### src/pkg/pcc_pkg.sv
// Purpose: constants and functions shared by both ends of the parameter channel codec
// Assumes: four-word channel, 16-bit words, one clock
// Notes:   Operation list below
// Operation
// - numbers below 2000 sent unchanged, page zero
// - larger numbers send remainder, offset in page
// - page codes map to seven fixed offsets
// - element index goes in subindex byte
// - 8-bit value in low byte, upper zero
// - 16-bit value fills the low word
// - 32-bit value split high then low word
// - interconnect: source high, object bits 10-15
// - interconnect: source index in low bits 0-9
// - word order header, index, high, low
// - identifier 6 reads one array element
// - identifier 7 writes one array word
// - master zeroes value words on reads
// - master sets drive object to 63
// - failed request answers 7 with error number
// - unknown parameter gives error number 0x00
package pcc_pkg;
  // ---------------------------------------------------------------
  // channel layout
  // ---------------------------------------------------------------
  localparam int          WORDS        = 4;
  localparam int          ID_MSB       = 15;
  localparam int          ID_LSB       = 12;
  localparam int          PNU_MSB      = 10;
  localparam int          PAGE_MSB     = 15;
  localparam int          PAGE_LSB     = 8;
  localparam int          SUB_MSB      = 7;
  localparam int          OBJ_LSB      = 10;
  localparam int          SRCIDX_MSB   = 9;
  localparam logic [15:0] RANGE_SPAN   = 16'h07D0;
  localparam logic [3:0]  REQ_READ_ARR = 4'h6;
  localparam logic [3:0]  REQ_WR_ARR   = 4'h7;
  localparam logic [3:0]  RSP_ARR_WORD = 4'h4;
  localparam logic [3:0]  RSP_ERROR    = 4'h7;
  localparam logic [15:0] ERR_NO_PARAM = 16'h0000;
  localparam logic [15:0] ERR_NO_REQ   = 16'h006A;
  localparam logic [5:0]  DRIVE_OBJ    = 6'h3F;
  localparam logic [15:0] PARAM_LIMIT  = 16'h7CCF;
  // value formats
  localparam logic [1:0]  FMT_8        = 2'h0;
  localparam logic [1:0]  FMT_16       = 2'h1;
  localparam logic [1:0]  FMT_32       = 2'h2;
  localparam logic [1:0]  FMT_LINK     = 2'h3;
  // status and interrupt bits of the master
  localparam int          ST_DONE      = 0;
  localparam int          ST_ERR       = 1;
  localparam int          ST_BADNUM    = 2;
  // master register offsets
  localparam logic [3:0]  R_CMD        = 4'h0;
  localparam logic [3:0]  R_PNUM       = 4'h1;
  localparam logic [3:0]  R_SUB        = 4'h2;
  localparam logic [3:0]  R_VAL_HI     = 4'h3;
  localparam logic [3:0]  R_VAL_LO     = 4'h4;
  localparam logic [3:0]  R_STATUS     = 4'h5;
  localparam logic [3:0]  R_MASK       = 4'h6;
  localparam logic [3:0]  R_RSP_HDR    = 4'h7;
  localparam logic [3:0]  R_RSP_HI     = 4'h8;
  localparam logic [3:0]  R_RSP_LO     = 4'h9;
  localparam logic [3:0]  R_LINK       = 4'hA;

  // page code to offset; valid flag in bit 16
  function automatic logic [16:0] page_to_offset(input logic [7:0] page);
    logic [16:0] r;
    r = 17'h00000;
    case (page)
      8'h00:   r = {1'b1, 16'h0000};
      8'h80:   r = {1'b1, 16'h07D0};
      8'h90:   r = {1'b1, 16'h1770};
      8'h20:   r = {1'b1, 16'h1F40};
      8'hA0:   r = {1'b1, 16'h2710};
      8'h50:   r = {1'b1, 16'h4E20};
      8'hF0:   r = {1'b1, 16'h7530};
      default: r = 17'h00000;
    endcase
    return r;
  endfunction : page_to_offset

  // number to page code; valid flag in bit 8
  function automatic logic [8:0] number_to_page(input logic [15:0] num);
    logic [8:0] r;
    r = 9'h000;
    if (num < 16'h07D0) r = {1'b1, 8'h00};
    else if (num < 16'h0FA0) r = {1'b1, 8'h80};
    else if (num >= 16'h1770 && num < 16'h1F40) r = {1'b1, 8'h90};
    else if (num >= 16'h1F40 && num < 16'h2710) r = {1'b1, 8'h20};
    else if (num >= 16'h2710 && num < 16'h2EE0) r = {1'b1, 8'hA0};
    else if (num >= 16'h4E20 && num < 16'h55F0) r = {1'b1, 8'h50};
    else if (num >= 16'h7530 && num < 16'h7D00) r = {1'b1, 8'hF0};
    return r;
  endfunction : number_to_page
endpackage : pcc_pkg

### src/pkg/pcc_if.sv
// Purpose: channel between master and device ends
// Assumes: both ends on ref_clk_in
// Notes:   request words held while req_valid, response pulses rsp_valid
`timescale 1ns/1ps
interface pcc_if;
  logic        req_valid;
  logic [15:0] req_word [4];
  logic        rsp_valid;
  logic [15:0] rsp_word [4];
  modport master (output req_valid, output req_word, input rsp_valid, input rsp_word);
  modport device (input req_valid, input req_word, output rsp_valid, output rsp_word);
endinterface : pcc_if

### src/verilog/pcc_master.sv
// Purpose: master end; software registers build and send channel requests
// Assumes: device answers each request once with rsp_valid
// Notes:   request held until the response arrives
//
// The address-and-strobe port and the address map were left to the implementer.
`timescale 1ns/1ps
module pcc_master (
  input  wire logic        ref_clk_in,
  input  wire logic        rst_n_in,
  pcc_if.master            chan,
  input  wire logic [3:0]  addr_in,
  input  wire logic [15:0] wdata_in,
  input  wire logic        wr_in,
  input  wire logic        rd_in,
  output logic [15:0]      rdata_out,
  output logic             irq_out
);
  typedef enum logic [0:0] {PCM_IDLE, PCM_BUSY} pcm_state_e;
  typedef struct packed {
    pcm_state_e  st;
    logic [15:0] cmd;
    logic [15:0] pnum;
    logic [15:0] sub;
    logic [15:0] vhi;
    logic [15:0] vlo;
    logic [15:0] link;
    logic [2:0]  stat;
    logic [2:0]  mask;
    logic [63:0] req;
    logic [47:0] rsp;
    logic [15:0] rd;
    logic        irq;
  } pcm_s;
  pcm_s        s_reg;
  pcm_s        s_next;
  logic [8:0]  pg;
  logic [16:0] off;
  logic [15:0] lo;
  logic [15:0] hi;
  logic [2:0]  ev;
  // next state
  always_comb
  begin
    s_next = s_reg;
    ev = 3'h0;
    pg = pcc_pkg::number_to_page(s_reg.pnum);
    off = pcc_pkg::page_to_offset(pg[7:0]);
    hi = 16'h0000;
    lo = 16'h0000;
    // cmd: bits 3..0 identifier, 5..4 format, bit 15 go
    case (s_reg.cmd[5:4])
      pcc_pkg::FMT_8:  lo = {8'h00, s_reg.vlo[7:0]};
      pcc_pkg::FMT_16: lo = s_reg.vlo;
      pcc_pkg::FMT_32:
      begin
        hi = s_reg.vhi;
        lo = s_reg.vlo;
      end
      default:
      begin
        hi = s_reg.vhi;
        lo = {pcc_pkg::DRIVE_OBJ, s_reg.link[pcc_pkg::SRCIDX_MSB:0]};
      end
    endcase
    if (s_reg.cmd[3:0] == pcc_pkg::REQ_READ_ARR)
    begin
      hi = 16'h0000;
      lo = 16'h0000;
    end
    // register writes
    if (wr_in)
    begin
      if (addr_in == pcc_pkg::R_CMD) s_next.cmd = wdata_in;
      else if (addr_in == pcc_pkg::R_PNUM) s_next.pnum = wdata_in;
      else if (addr_in == pcc_pkg::R_SUB) s_next.sub = wdata_in;
      else if (addr_in == pcc_pkg::R_VAL_HI) s_next.vhi = wdata_in;
      else if (addr_in == pcc_pkg::R_VAL_LO) s_next.vlo = wdata_in;
      else if (addr_in == pcc_pkg::R_MASK) s_next.mask = wdata_in[2:0];
      else if (addr_in == pcc_pkg::R_LINK) s_next.link = wdata_in;
    end
    case (s_reg.st)
      PCM_IDLE:
      begin
        if (s_reg.cmd[15])
        begin
          // a go written in this very cycle is kept for the next request
          s_next.cmd[15] = wr_in && addr_in == pcc_pkg::R_CMD && wdata_in[15];
          if (!pg[8]) ev[pcc_pkg::ST_BADNUM] = 1'b1;
          else
          begin
            s_next.req = {s_reg.cmd[3:0], 1'b0,
                          11'(s_reg.pnum - off[15:0]),
                          pg[7:0], s_reg.sub[7:0],
                          hi, lo};
            s_next.st = PCM_BUSY;
          end
        end
      end
      PCM_BUSY:
      begin
        if (chan.rsp_valid)
        begin
          s_next.rsp = {chan.rsp_word[0], chan.rsp_word[2], chan.rsp_word[3]};
          ev[pcc_pkg::ST_DONE] = 1'b1;
          if (chan.rsp_word[0][15:12] == pcc_pkg::RSP_ERROR) ev[pcc_pkg::ST_ERR] = 1'b1;
          s_next.st = PCM_IDLE;
        end
      end
      default: s_next.st = PCM_IDLE;
    endcase
    // sticky status, set wins over write-one clear
    if (wr_in && addr_in == pcc_pkg::R_STATUS) s_next.stat = s_reg.stat & ~wdata_in[2:0];
    s_next.stat = s_next.stat | ev;
    s_next.irq = |(s_next.stat & s_next.mask);
    // read data one cycle later
    s_next.rd = 16'h0000;
    if (rd_in)
    begin
      if (addr_in == pcc_pkg::R_CMD) s_next.rd = s_reg.cmd;
      else if (addr_in == pcc_pkg::R_PNUM) s_next.rd = s_reg.pnum;
      else if (addr_in == pcc_pkg::R_SUB) s_next.rd = s_reg.sub;
      else if (addr_in == pcc_pkg::R_VAL_HI) s_next.rd = s_reg.vhi;
      else if (addr_in == pcc_pkg::R_VAL_LO) s_next.rd = s_reg.vlo;
      else if (addr_in == pcc_pkg::R_STATUS) s_next.rd = {12'h000, s_reg.st == PCM_BUSY, s_reg.stat};
      else if (addr_in == pcc_pkg::R_MASK) s_next.rd = {13'h0000, s_reg.mask};
      else if (addr_in == pcc_pkg::R_RSP_HDR) s_next.rd = s_reg.rsp[47:32];
      else if (addr_in == pcc_pkg::R_RSP_HI) s_next.rd = s_reg.rsp[31:16];
      else if (addr_in == pcc_pkg::R_RSP_LO) s_next.rd = s_reg.rsp[15:0];
      else if (addr_in == pcc_pkg::R_LINK) s_next.rd = s_reg.link;
    end
  end
  // state register
  always_ff @(posedge ref_clk_in)
  begin
    if (!rst_n_in) s_reg <= '0;
    else s_reg <= s_next;
  end
  // outputs
  assign chan.req_valid = (s_reg.st == PCM_BUSY);
  assign chan.req_word[0] = s_reg.req[63:48];
  assign chan.req_word[1] = s_reg.req[47:32];
  assign chan.req_word[2] = s_reg.req[31:16];
  assign chan.req_word[3] = s_reg.req[15:0];
  assign rdata_out = s_reg.rd;
  assign irq_out = s_reg.irq;
endmodule : pcc_master

### src/flat_wrapper.sv
// flat-port wrapper written by rule: the top's interface ports become plain ports
module pcc_master_flat 
  (ref_clk_in, rst_n_in, addr_in, wdata_in, wr_in, rd_in, rdata_out, irq_out, chan_req_valid, chan_req_word, chan_rsp_valid, chan_rsp_word);
  pcc_if chan_i ();
  input  wire logic ref_clk_in;
  input  wire logic rst_n_in;
  input  wire logic [3:0] addr_in;
  input  wire logic [15:0] wdata_in;
  input  wire logic wr_in;
  input  wire logic rd_in;
  output logic [15:0] rdata_out;
  output logic irq_out;
  output wire logic [$bits(chan_i.req_valid)-1:0] chan_req_valid;
  output wire logic [$bits(chan_i.req_word)-1:0] chan_req_word;
  input wire logic [$bits(chan_i.rsp_valid)-1:0] chan_rsp_valid;
  input wire logic [$bits(chan_i.rsp_word)-1:0] chan_rsp_word;
  assign chan_req_valid = chan_i.req_valid;
  assign chan_req_word = {>>{chan_i.req_word}};
  assign chan_i.rsp_valid = chan_rsp_valid;
  assign chan_i.rsp_word = {>>{chan_rsp_word}};
  pcc_master u_core (.ref_clk_in(ref_clk_in), .rst_n_in(rst_n_in), .chan(chan_i), .addr_in(addr_in), .wdata_in(wdata_in), .wr_in(wr_in), .rd_in(rd_in), .rdata_out(rdata_out), .irq_out(irq_out));
endmodule
### config.mk
export PLATFORM = sky130hd
export DESIGN_NAME = pcc_master_flat
export DESIGN_NICKNAME = d
export VERILOG_FILES = /design/src/pkg/pcc_pkg.sv /design/src/pkg/pcc_if.sv /design/src/verilog/pcc_master.sv /design/src/flat_wrapper.sv
export SDC_FILE = /design/constraint.sdc
export NUM_CORES = 1
export LEC_CHECK = 0
export ABC_CLOCK_PERIOD_IN_PS = 4300
export BUFFER_PORTS_ARGS = -buffer_cell sky130_fd_sc_hd__buf_2
export CAP_MARGIN = 40
export CORE_MARGIN = 8
export CORE_UTILIZATION = 52
export CTS_BUF_LIST = sky130_fd_sc_hd__clkbuf_8
export DETAILED_ROUTE_END_ITERATION = 7
export PLACE_DENSITY_LB_ADDON = 0.05
export RECOVER_POWER = 25
export SETUP_SLACK_MARGIN = 0.4
export SLEW_MARGIN = 20
export SYNTH_ARGS = -nofsm -noshare
export SYNTH_HDL_FRONTEND = slang
export SYNTH_SLANG_ARGS = --single-unit
### constraint.sdc
create_clock -name ref_clk_in -period 4.3 [get_ports ref_clk_in]
set_input_delay 0.215 -clock ref_clk_in [delete_from_list [all_inputs] [get_ports ref_clk_in]]
set_output_delay 0.215 -clock ref_clk_in [all_outputs]
set_load 0.01 [all_outputs]
After elaboration in Yosys (flattened, before gate mapping) --
Cells that the tools add are included.
Operators by class: reductions and logical operators 23, magnitude comparators 12, bitwise operators 11, equality and inequality tests 20, $add $sub $neg 1, multiplexer cells 55
Operators by type and width (count):
- 2-to-1 mux 16 bit | 22
- 2-to-1 mux 96 bit | 1
- 2-to-1 mux 80 bit | 1
- case mux 11 bit (7 select lines) | 1
- 2-to-1 mux 64 bit | 1
- 2-to-1 mux 9 bit | 7
- 2-to-1 mux 48 bit | 1
- == test 8 bit, second input constant | 4
- greater-or-equal comparator 16 x 13 -> 1 bit, second input constant | 2
- greater-or-equal comparator 16 x 15 -> 1 bit, second input constant | 2
- < comparator 16 x 14 -> 1 bit, second input constant | 2
- < comparator 16 x 15 -> 1 bit, second input constant | 2
- 2-to-1 mux 32 bit | 1
- case mux 16 bit (2 select lines) | 1
- == test 4 x 3 -> 1 bit, second input constant | 6
- 2-to-1 mux 3 bit | 8
- greater-or-equal comparator 16 x 14 -> 1 bit, second input constant | 1
- < comparator 16 x 11 -> 1 bit, second input constant | 1
- < comparator 16 x 12 -> 1 bit, second input constant | 1
- < comparator 16 x 13 -> 1 bit, second input constant | 1
- == test 4 bit, second input constant | 3
- subtractor 11 bit | 1
- == test 4 x 2 -> 1 bit, second input constant | 2
- == test 8 x 6 -> 1 bit, second input constant | 1
- 23 further kinds | 49
Storage, ports and cells: input bits 89, word-level logic and storage cells 136, register bits 231

Longest topological paths before layout --
Gate-level depths: netlist (run 1).
word-level depth 15, gate-level depth with buffers 14

Worst setup path before layout (run 1) --
No wires, ideal clock.
kind register -> register, from reg u_core.s_reg[212] (netlist name), to reg u_core.s_reg, in the netlist u_core.chan.req_word[58], setup time 0.122 ns, clock period less this slack 3.269 ns, path buffers 1, slack 1.031 ns, cell stages (with the launch flop) 15, data arrival time 3.148 ns, cells stage by stage dfxtp_1 > buf_2 > or4b_4 > or3b_1 > and3_4 > a31oi_1 > ha_1 > inv_1 > fa_1 > a21oi_1 > o211ai_1 > a21oi_1 > xnor2_1 > xnor2_1 > a21oi_1
On the way: longest elaborated chain between the ends 12, elaborated cells between the ends (all ways) 34, those cells by class 1 x add/sub; 12 x order compare; 6 x eq/ne; 8 x mux; 7 x reduce/logical
Ends and longest elaborated chain:
- start: declaration | RTL line pcc_master.sv:34 | pcm_s s_reg;
- start signal: assignment | RTL line pcc_master.sv:136 | else s_reg <= s_next;
- greater-or-equal comparator 16 x 15 -> 1 bit / < comparator 16 x 15 -> 1 bit (equally long branches) | RTL line pcc_pkg.sv:92 | else if (num >= 16'h7530 && num < 16'h7D00) r = {1'b1, 8'hF0};
- logical AND 1 bit | RTL line pcc_pkg.sv:92
- 2-to-1 mux 9 bit | RTL line pcc_pkg.sv:92
- 2-to-1 mux 9 bit | RTL line pcc_pkg.sv:91 | else if (num >= 16'h4E20 && num < 16'h55F0) r = {1'b1, 8'h50};
- 2-to-1 mux 9 bit | RTL line pcc_pkg.sv:90 | else if (num >= 16'h2710 && num < 16'h2EE0) r = {1'b1, 8'hA0};
- 2-to-1 mux 9 bit | RTL line pcc_pkg.sv:89 | else if (num >= 16'h1F40 && num < 16'h2710) r = {1'b1, 8'h20};
- 2-to-1 mux 9 bit | RTL line pcc_pkg.sv:88 | else if (num >= 16'h1770 && num < 16'h1F40) r = {1'b1, 8'h90};
- 2-to-1 mux 9 bit | RTL line pcc_pkg.sv:87 | else if (num < 16'h0FA0) r = {1'b1, 8'h80};
- 2-to-1 mux 9 bit (*) | RTL line pcc_pkg.sv:86 | if (num < 16'h07D0) r = {1'b1, 8'h00};
- == test 8 bit (tied with other cells) | RTL line pcc_pkg.sv:69 | case (page)
- case mux 11 bit (7 select lines) | RTL line pcc_pkg.sv:69
- subtractor 11 bit | RTL line pcc_master.sv:92 | 11'(s_reg.pnum - off[15:0]),
Every way passes the cells marked *; elsewhere a longest branch is shown, timed or not. A chain may end at the register's enable or synchronous reset.

Final worst setup path (run 1) --
from reg u_core.s_reg[209] (netlist name), to reg u_core.s_reg, in the netlist u_core.chan.req_word[58]
On the way: longest elaborated chain between the ends 12, elaborated cells between the ends (all ways) 34, those cells by class 1 x add/sub; 12 x order compare; 6 x eq/ne; 8 x mux; 7 x reduce/logical
Ends and longest elaborated chain (RTL line):
- greater-or-equal comparator 16 x 15 -> 1 bit / < comparator 16 x 15 -> 1 bit (equally long branches) | pcc_pkg.sv:92
- logical AND 1 bit | pcc_pkg.sv:92
- 2-to-1 mux 9 bit | pcc_pkg.sv:92
- 2-to-1 mux 9 bit | pcc_pkg.sv:91
- 2-to-1 mux 9 bit | pcc_pkg.sv:90
- 2-to-1 mux 9 bit | pcc_pkg.sv:89
- 2-to-1 mux 9 bit | pcc_pkg.sv:88
- 2-to-1 mux 9 bit | pcc_pkg.sv:87
- 2-to-1 mux 9 bit | pcc_pkg.sv:86
- == test 8 bit (tied with other cells) | pcc_pkg.sv:69
- case mux 11 bit (7 select lines) | pcc_pkg.sv:69
- subtractor 11 bit | pcc_master.sv:92
Parallel ways exist; a longest one is shown, timed or not.

==> flow_summary.ini, run 1 <==
[status]
status = finished, final reports clean

[global_routing]
antenna_found_initial = 1
grt_max_degree = 127
overflow = 0
grt_first_pass_wirelength_mm = 50.0
grtUsageTotal = 0.259
grt_pass1_vias = 8951

[route]
ant_nets = 0
totalWireLength_mm = 32.6
wl_per_cell_microns = 19.0
viasPerCell = 5.53
drt_iter0_drc = 904
drtPass1Iterations = 5
drc = 0
dr_total_vias = 9474

[timing]
tightest_slew_ns = 1.08
finalCriticalPeriod_ns = 3.55
slew-limit-headroom = 0.280
fmax_mhz = 282
hold_violations = 0
setup_violations = 0
rsz0062_at_grt = no
finalSetupTns_ns = 0
post-route-period-util = 0.825
fin_skew_ns = 0.0178
drv_slew = 0

[pwr]
combPwrFrac = 0.063
cellPowerDensity_nw_per_um2 = 367
vdd_ir_drop_max_mv = 0.262
p_seq_frac = 0.492
switchingPower_mw = 1.04
p_sw_frac = 0.240
leakage_nw = 4.05
power.internal_mw = 3.30
clkPwrFrac = 0.446
p_total_mw = 4.34

[clocking]
clkSinkCount = 227
cts.repair.resized = 0
ctsRootBufferMaster = clkbuf_8
cts-buffers-inserted = 39
max-clock-path-buffers = 3
clk-insertion-delay-late_ns = 0.54
post-cts-setup-buffers = 0
htreeDepth = 2
clkSlewWorstSetupHoldPaths_ns = 0.06
cts_tree = built

[logic_synthesis]
synth_flop_cell = dfxtp_1
ys_seq_elements = 227
async_flop_share = 0
synthDistinctLibCells = 64
yosysWarnings = 0
synth_area_per_cell_sq_um = 7.75
syn_inst = 1324
netlist_area_sq_um = 10300
yosysSeqAreaShare = 0.443
synth_edf_count = 0

[setup_path]
worst_ep_arrival_time_ns = 3.95
cp_max_fo = 11
crit_type = reg2reg
worstReg2RegStart = u_core.s_reg[209]$_SDFFE_PN0P_
end_kind = flip-flop
crit_start = u_core.s_reg[209]$_SDFFE_PN0P_
required_ns = 4.70
rr_worst_depth = 13
cp-start-kind = flip-flop

[finish]
multi_input_area_sq_um = 4680
area_growth_pct = 15.2
drive_gt1_frac = 0.113
final_core_util = 0.609
num_antenna_cells = 0
nFillCells = 1852
seqCellArea_sq_um = 4540
largest_reg_flops = 150
nNetsFinal = 1519
finalNonFillerCells = 1712

[die]
num_rows = 51
num_io_pins = 171
dieArea_sq_um = 24500
initial_core_util = 0.529
coreArea_sq_um = 19400
die_y_microns = 156
die_x_microns = 156

[job]
drv_cap = 0

[hold_path]
hold_start = wdata_in[11]
holdPathStages = 3
hold_class = in2reg

[placed_design]
io_buffer_count = 149
dp_cells = 1584
post-dp-hpwl_mm = 22.3
gp_congestion = 0.912
[path summary, 6_finish.rpt]
path / endpoint / slack (ns)
worst max register to register: u_core.chan.req_word[58]$_SDFFE_PN0P_ / 0.75
worst min-delay path: u_core.s_reg[146]$_SDFFE_PN0P_ / 0.03
worst max-delay path: u_core.chan.req_word[58]$_SDFFE_PN0P_ / 0.75
worst min register to register: u_core.chan.req_word[15]$_SDFFE_PN0P_ / 0.45
[placed cells by master, fill, tap and decap left out, types with 4 or more instances in the layout]
| master | n |
|---|---|
| nor2b_1 | 4 |
| o21ai_0 | 23 |
| a21o_1 | 4 |
| xnor2_1 | 5 |
| a211oi_1 | 7 |
| a221oi_1 | 11 |
| a21oi_1 | 222 |
| conb_1 | 5 |
| clkinv_2 | 4 |
| dfxtp_1 | 227 |
| buf_2 | 77 |
| mux2_2 | 4 |
| nor3_1 | 10 |
| ha_1 | 9 |
| a31oi_1 | 15 |
| o211ai_1 | 9 |
| nand2b_1 | 10 |
| buf_4 | 14 |
| mux2i_1 | 5 |
| clkbuf_1 | 74 |
| nor2_1 | 27 |
| inv_1 | 27 |
| a22o_1 | 25 |
| nand3_1 | 33 |
| dlygate4sd3_1 | 60 |
| o21a_1 | 4 |
| nand2_1 | 400 |
| and2_1 | 6 |
| a22oi_1 | 14 |
| clkbuf_8 | 48 |
[cell usage after synthesis (10+ instances only)]
library cell,number,area share
a21oi_1,222,0.11
a221oi_1,11,0.0094
a22o_1,25,0.021
a22oi_1,14,0.010
a31oi_1,15,0.0092
buf_2,11,0.0054
buf_4,85,0.062
clkbuf_1,79,0.029
dfxtp_1,227,0.44
inv_1,14,0.0051
nand2_1,400,0.15
nand2b_1,10,0.0061
nand3_1,33,0.016
nor2_1,27,0.0099
nor3_1,11,0.0054
o21ai_0,23,0.011
[worst max-delay path, cell delays in order, from the launching register on]
cell and delay (ns):
dfxtp_1 0.62, nand2_1 0.13, or3_1 0.40, a311o_1 0.39
a31oi_1 0.30, ha_1 0.21, inv_1 0.06, fa_1 0.42
a21oi_1 0.21, o211ai_1 0.12, a21oi_1 0.18, xnor2_1 0.15
xnor2_1 0.14, a21oi_1 0.08
[cell families after synthesis]
logic type / Yosys count / synth area share
AO/OA/AOI/OAI: 361 / 0.213
XOR/XNOR: 5 / 0.00427
adder cells (fa/ha/maj): 10 / 0.0129
buffers and inverters: 192 / 0.103
flip-flops: 227 / 0.443
multiplexers: 11 / 0.0137
other: 1 / 0.000366
AND/OR/NAND/NOR: 517 / 0.209
[final cells by class]
type                    instances  share of cell area
repair buffers                228               0.120
well taps                     265              0.0281
clock buffers                  48              0.0559
inverters                      15             0.00519
multi-input cells             909               0.396
flip-flops and latches        227               0.385
clock inverters                20             0.00974
[through the flow]
| stage | setup slack, ns | cell area (sq um) | hold slack [ns] |
|---|---|---|---|
| after CTS | 0.793 | 11900 | 0.00188 |
| final | 0.754 | 11800 | 0.0251 |
| after global placement | 0.854 | 10500 | 0.438 |
| after global routing | 0.538 | 11800 | 0.00391 |
| after detailed placement | 0.820 | 10500 | 0.440 |
| after floorplan | 1.03 | 10300 | 0.333 |
[repair_timing]
item / CTS / global route
hold endpoints to repair: 94 / 0
endpoints found under the setup margin: 0 / 0
hold buffers: 60 / 0
[routing by layer]
| metal | up-vias | track usage | part of all wire | wire, microns |
|---|---|---|---|---|
| met5 | - | 0 | 0.00028 | 9 |
| met4 | 2 | 0.108 | 0.034 | 1110 |
| met3 | 73 | 0.0565 | 0.082 | 2690 |
| met2 | 389 | 0.393 | 0.43 | 14100 |
| met1 | 4398 | 0.349 | 0.45 | 14600 |
| li1 | 4612 | - | - | - |
[power groups by stage]
stage	registers, mW	clock network [mW]	logic, mW
4_1_cts	2.13	1.97	0.266
3_5_place_dp	2.18	0	0.224
5_1_grt	2.13	2.06	0.293
2_1_floorplan	2.17	0	0.141
3_3_place_gp	2.18	0	0.222
6_report	2.13	1.93	0.272
No activity file was read; power rests on OpenSTA's default activity.
==> run 2, diff against run 1 <==
--- a/config.mk
+++ b/config.mk
@@ -5,7 +5,7 @@
 export SDC_FILE = /design/constraint.sdc
 export NUM_CORES = 1
 export LEC_CHECK = 0
-export ABC_CLOCK_PERIOD_IN_PS = 4300
+export ABC_CLOCK_PERIOD_IN_PS = 2900
 export BUFFER_PORTS_ARGS = -buffer_cell sky130_fd_sc_hd__buf_2
 export CAP_MARGIN = 40
 export CORE_MARGIN = 8
==> constraint.sdc (replaced) <==
create_clock -name ref_clk_in -period 2.9 [get_ports ref_clk_in]
set_input_delay 0.145 -clock ref_clk_in [delete_from_list [all_inputs] [get_ports ref_clk_in]]
set_output_delay 0.145 -clock ref_clk_in [all_outputs]
set_load 0.01 [all_outputs]
==> flow_summary.ini, run 2 (synthesized netlist as in run 1, its figures left out) <==
[timing]
fin_skew_ns = 0.0290
fmax_mhz = 325
finalHoldWorstSlack_ns = 0.121
hold_violations = 0
layout_setup_ws_ns = -0.180
tightest_slew_ns = 1.08
finalCriticalPeriod_ns = 3.08
post-route-period-util = 1.06
setup_violations = 2
slew-limit-headroom = 0.283
rsz0062_at_grt = yes
drv_slew = 0

[route]
dr_total_vias = 9972
totalWireLength_mm = 35.3
wl_per_cell_microns = 19.8
ant_nets = 0
viasPerCell = 5.59
drc = 0
drtPass1Iterations = 5
drt_iter0_drc = 999

[clocking]
htreeDepth = 2
clkSlewWorstSetupHoldPaths_ns = 0.06
cts_tree = built
max-clock-path-buffers = 3
cts-buffers-inserted = 38
clk-insertion-delay-late_ns = 0.55
ctsRootBufferMaster = clkbuf_8
clkSinkCount = 227

[setup_path]
cp-start-kind = flip-flop
worstReg2RegStart = u_core.s_reg[213]$_SDFFE_PN0P_
r2r-end = u_core.chan.req_word[58]$_SDFFE_PN0P_
crit_type = reg2reg
cp_max_fo = 3
rr_worst_depth = 13
worst-r2r-setup-slack_ns = -0.18
end_kind = flip-flop
required_ns = 3.31
worst_ep_arrival_time_ns = 3.49

[pwr]
leakage_nw = 4.78
p_total_mw = 6.35
p_sw_frac = 0.244
p_seq_frac = 0.498
vdd_ir_drop_max_mv = 0.373
cellPowerDensity_nw_per_um2 = 477
power.internal_mw = 4.80
combPwrFrac = 0.076
switchingPower_mw = 1.55
clkPwrFrac = 0.427

[global_routing]
grt_max_degree = 79
overflow = 0
grtUsageTotal = 0.276
grt_pass1_vias = 9580
grt_first_pass_wirelength_mm = 53.4
antenna_found_initial = 0

[status]
failed_checks = negative setup slack
status = finished, violations left

[finish]
layout_common_cells = nand2_1 (382), dfxtp_1 (223), a21oi_1 (179)
largest_reg_flops = 150
nFillCells = 1664
area_growth_pct = 29.9
seqCellArea_sq_um = 4550
stdcell_area_sq_um = 13300
drive_gt1_frac = 0.222
nNetsFinal = 1595
finalNonFillerCells = 1785
final_common_cell = nand2_1
multi_input_area_sq_um = 5390
num_antenna_cells = 0

[die]
num_io_pins = 171
num_rows = 51
dieArea_sq_um = 24500
coreArea_sq_um = 19400
initial_core_util = 0.529
die_x_microns = 156
die_y_microns = 156

[hold_path]
holdPathStages = 3
hold_class = in2reg
hold_end = u_core.rdata_out[1]$_SDFF_PN0_
hold_start = addr_in[3]

[placed_design]
dp_cells = 1633
place_area_sq_um = 11000
pre_cts_ws_ns = -0.240
post-dp-hpwl_mm = 23.4
io_buffer_count = 149
gp_congestion = 0.916

[job]
drv_cap = 0
-- run 2: what timing repair did --
item / in CTS / in global routing
pin swaps: 58 / 60
buffers inserted: 11 / 2
setup endpoints to repair: 50 / 58
gates resized for setup: 43 / 120
hold buffers: 66 / 0
gates cloned: 6 / 1
endpoints found under the hold margin: 151 / 0
-- run 2: layout make-up --
cell class	count	area share
Clock buffer	47	0.0486
Clock inverter	17	0.00564
Inverter	15	0.00460
Multi-Input combinational cell	909	0.405
Sequential cell	227	0.342
Tap cell	265	0.0249
Timing Repair Buffer	305	0.170
-- run 2: worst max path at each step --
stage	from	to	slack (ns)
after global routing	u_core.s_reg[213]$_SDFFE_PN0P_	u_core.chan.req_word[58]$_SDFFE_PN0P_	-0.33
after global placement	u_core.s_reg[214]$_SDFFE_PN0P_	u_core.chan.req_word[58]$_SDFFE_PN0P_	-0.18
after detailed placement	u_core.s_reg[214]$_SDFFE_PN0P_	u_core.chan.req_word[58]$_SDFFE_PN0P_	-0.24
final	u_core.s_reg[213]$_SDFFE_PN0P_	u_core.chan.req_word[58]$_SDFFE_PN0P_	-0.18
after CTS	u_core.s_reg[214]$_SDFFE_PN0P_	u_core.chan.req_word[58]$_SDFFE_PN0P_	-0.21
after floorplan	u_core.s_reg[212]$_SDFFE_PN0P_	u_core.chan.req_word[58]$_SDFFE_PN0P_	-0.15
-- run 2: stage by stage --
stage | util | TNS (ns)
final | 0.687 | -0.218
after CTS | 0.660 | -0.290
after detailed placement | 0.565 | -0.378
after global routing | 0.687 | -0.644
after global placement | 0.565 | -0.241
after floorplan | - | -0.151
-- run 2: critical path, stage by stage, from the launching register on --
cell      delay [ns]
dfxtp_2         0.32
or4b_4          0.55
or3b_4          0.39
and3_4          0.17
a31oi_4         0.17
ha_4            0.16
inv_2           0.03
fa_2            0.34
a21oi_2         0.16
o211ai_1        0.11
a21oi_1         0.19
xnor2_1         0.16
xnor2_1         0.13
a21oi_1         0.07
-- run 2: routing by layer --
metal	routed length, microns	GRT usage	share of wire	up-vias
li1	-	-	-	4776
met1	14800	0.356	0.42	4690
met2	16600	0.438	0.47	433
met3	3020	0.0676	0.085	73
met4	997	0.108	0.028	0
met5	0	0	0	-
-- run 2: power by group through the flow --
stage	clock network, mW	registers (mW)	logic [mW]
floorplan	0	3.22	0.213
global placement	0	3.22	0.366
detailed placement	0	3.23	0.368
CTS	2.76	3.16	0.452
global route	2.90	3.16	0.513
finish	2.71	3.16	0.480
==> run 3, diff against run 2 <==
--- a/config.mk
+++ b/config.mk
@@ -5,6 +5,7 @@
 export SDC_FILE = /design/constraint.sdc
 export NUM_CORES = 1
 export LEC_CHECK = 0
+export ABC_AREA = 1
 export ABC_CLOCK_PERIOD_IN_PS = 2900
 export BUFFER_PORTS_ARGS = -buffer_cell sky130_fd_sc_hd__buf_2
 export CAP_MARGIN = 40
==> flow_summary.ini, run 3 <==
[timing]
fmax_mhz = 367
post-route-period-util = 0.940
slew-limit-headroom = 0.174
fin_skew_ns = 0.0142
setup_violations = 0
finalHoldWorstSlack_ns = 0.00925
tightest_slew_ns = 1.24
rsz0062_at_grt = yes
drv_slew = 0
finalCriticalPeriod_ns = 2.72
layout_setup_ws_ns = 0.175
hold_violations = 0

[finish]
nFillCells = 1892
largest_reg_flops = 150
stdcell_area_sq_um = 12200
layout_common_cells = dfxtp_1 (216), a21oi_1 (214), o21ai_0 (180)
area_growth_pct = 19.2
final_common_cell = dfxtp_1
drive_gt1_frac = 0.147
num_antenna_cells = 0
nNetsFinal = 1635

[route]
wl_per_cell_microns = 18.1
drt_iter0_drc = 893
drtPass1Iterations = 6
wl_met1_mm = 14.0
dr_wl_met3_mm = 2.43
totalWireLength_mm = 33.1
met2WireLength_mm = 15.8
ant_nets = 0
viasPerCell = 5.44
drc = 0
dr_total_vias = 9935
highest_layer = met4

[die]
num_io_pins = 171
coreArea_sq_um = 19400
num_rows = 51
die_x_microns = 156
initial_core_util = 0.528
die_y_microns = 156
dieArea_sq_um = 24400

[clocking]
cts_tree = built
cts-buffers-inserted = 39
clkSlewWorstSetupHoldPaths_ns = 0.06
htreeDepth = 2
ctsRootBufferMaster = clkbuf_8
clkSinkCount = 227
clk-insertion-delay-late_ns = 0.54
max-clock-path-buffers = 3

[placed_design]
pre_cts_ws_ns = 0.0977
io_buffer_count = 149
place_area_sq_um = 10700
gp_congestion = 0.959
post-dp-hpwl_mm = 23.1

[logic_synthesis]
ys_seq_elements = 227
synth_flop_cell = dfxtp_1
synth_edf_count = 0
synthDistinctLibCells = 36
synth_top_area_frac = 0.444
ys_top_cells_by_area = dfxtp_1 (44%), a21oi_1 (11%), o21ai_0 (8.8%)
synth_most_common_cell = dfxtp_1
yosysWarnings = 0
synth_area_per_cell_sq_um = 7.32
async_flop_share = 0
netlist_area_sq_um = 10200
synth_area_leader_cell = dfxtp_1
syn_inst = 1399
yosysSeqAreaShare = 0.444
synth_commonest_cells = dfxtp_1 (227), a21oi_1 (216), o21ai_0 (180)

[setup_path]
cpMostUsedCell = nand2_1
end_kind = flip-flop
crit_chain = inv_4 -> nand2_4 -> nor2_4 -> nand3_1 -> nand2_1 -> nand3_2 -> nand4_1 -> nand3_2 -> inv_2 -> nand3_4 -> nand3_2 -> nor2_1 -> ha_1 -> nand2_1 -> inv_1 -> nand4_1 -> o211ai_1 -> xor2_1 -> inv_1 -> nand2_1 -> nand3_1 -> nand2_1 -> inv_1
crit_type = reg2reg
critPathBufInv = 5
required_ns = 3.33
cp-start-kind = flip-flop
cp_slowest_stage_delay_ns = 0.38
worst_ep_arrival_time_ns = 3.15
cp_max_fo = 5
cp_top_family = simple AND/OR/NAND/NOR gates
critPathSlowestCell = dfxtp_4

[global_routing]
antenna_found_initial = 0
grt_max_degree = 84
grt_first_pass_wirelength_mm = 51.1
grtUsageTotal = 0.266
grt_pass1_vias = 9315
overflow = 0

[pwr]
p_total_mw = 6.56
vdd_ir_drop_max_mv = 0.396
leakage_nw = 4.70
cellPowerDensity_nw_per_um2 = 538

[hold_path]
hold_class = in2reg

[job]
drv_cap = 0

[status]
status = finished, final reports clean
run 3: where the power goes:
group / internal, mW / leakage [nW] / switching [mW] / total (mW)
clock: 1.52 / 0.426 / 1.27 / 2.79
sequential: 3.16 / 1.84 / 0.0256 / 3.18
combinational: 0.233 / 2.44 / 0.354 / 0.587
run 3: timing repair:
item	4_1_cts	5_1_grt
pin swaps	17	11
endpoints found under the setup margin	2	4
hold buffers	63	0
setup buffers	11	2
gates resized for setup	40	15
hold endpoints to repair	95	0
run 3: routing by layer:
layer	track usage	vias to the layer above
li1	-	4857
met1	0.336	4652
met2	0.443	361
met3	0.0521	65
met4	0.0943	0
met5	0	-
run 3: cells by family after synthesis:
group | after synthesis | share of synthesized area
other | 1 | 0.000366
flip-flops | 227 | 0.444
AO/OA/AOI/OAI | 452 | 0.233
AND/OR/NAND/NOR | 405 | 0.165
adder cells (fa/ha/maj) | 10 | 0.0129
XOR/XNOR | 5 | 0.00428
buffers and inverters | 299 | 0.141
run 3: tightest hold or removal path, stage by stage:
cell,delay (ns)
buf_2,0.18
nand3_1,0.11
a21oi_1,0.06
run 3: final timing paths:
check	startpoint	to	slack, ns	cells after the start
setup / recovery	u_core.s_reg[213]$_SDFFE_PN0P_	u_core.chan.req_word[58]$_SDFFE_PN0P_	0.18	23
hold / removal	wdata_in[11]	u_core.s_reg[194]$_SDFFE_PN0P_	0.009	3
setup reg to reg	u_core.s_reg[213]$_SDFFE_PN0P_	u_core.chan.req_word[58]$_SDFFE_PN0P_	0.18	23
hold reg to reg	u_core.s_reg[43]$_SDFFE_PN0P_	u_core.s_reg[43]$_SDFFE_PN0P_	0.45	2
run 3: stage by stage:
stage | setup TNS [ns] | utilization | std cells
4_1_cts | 0 | 0.631 | 1823
3_3_place_gp | 0 | 0.550 | 1684
6_report | 0 | 0.629 | 1825
3_5_place_dp | 0 | 0.550 | 1684
2_1_floorplan | 0 | - | 1403
5_1_grt | -0.0633 | 0.629 | 1825
run 3: final cells by class:
type                    count  area [sq um]  area share
clock buffers              46           633      0.0519
clock inverters            19           109     0.00892
inverters                 135           517      0.0423
multi-input cells         877          4420       0.362
flip-flops and latches    227          4570       0.375
well taps                 265           332      0.0272
repair buffers            256          1630       0.133
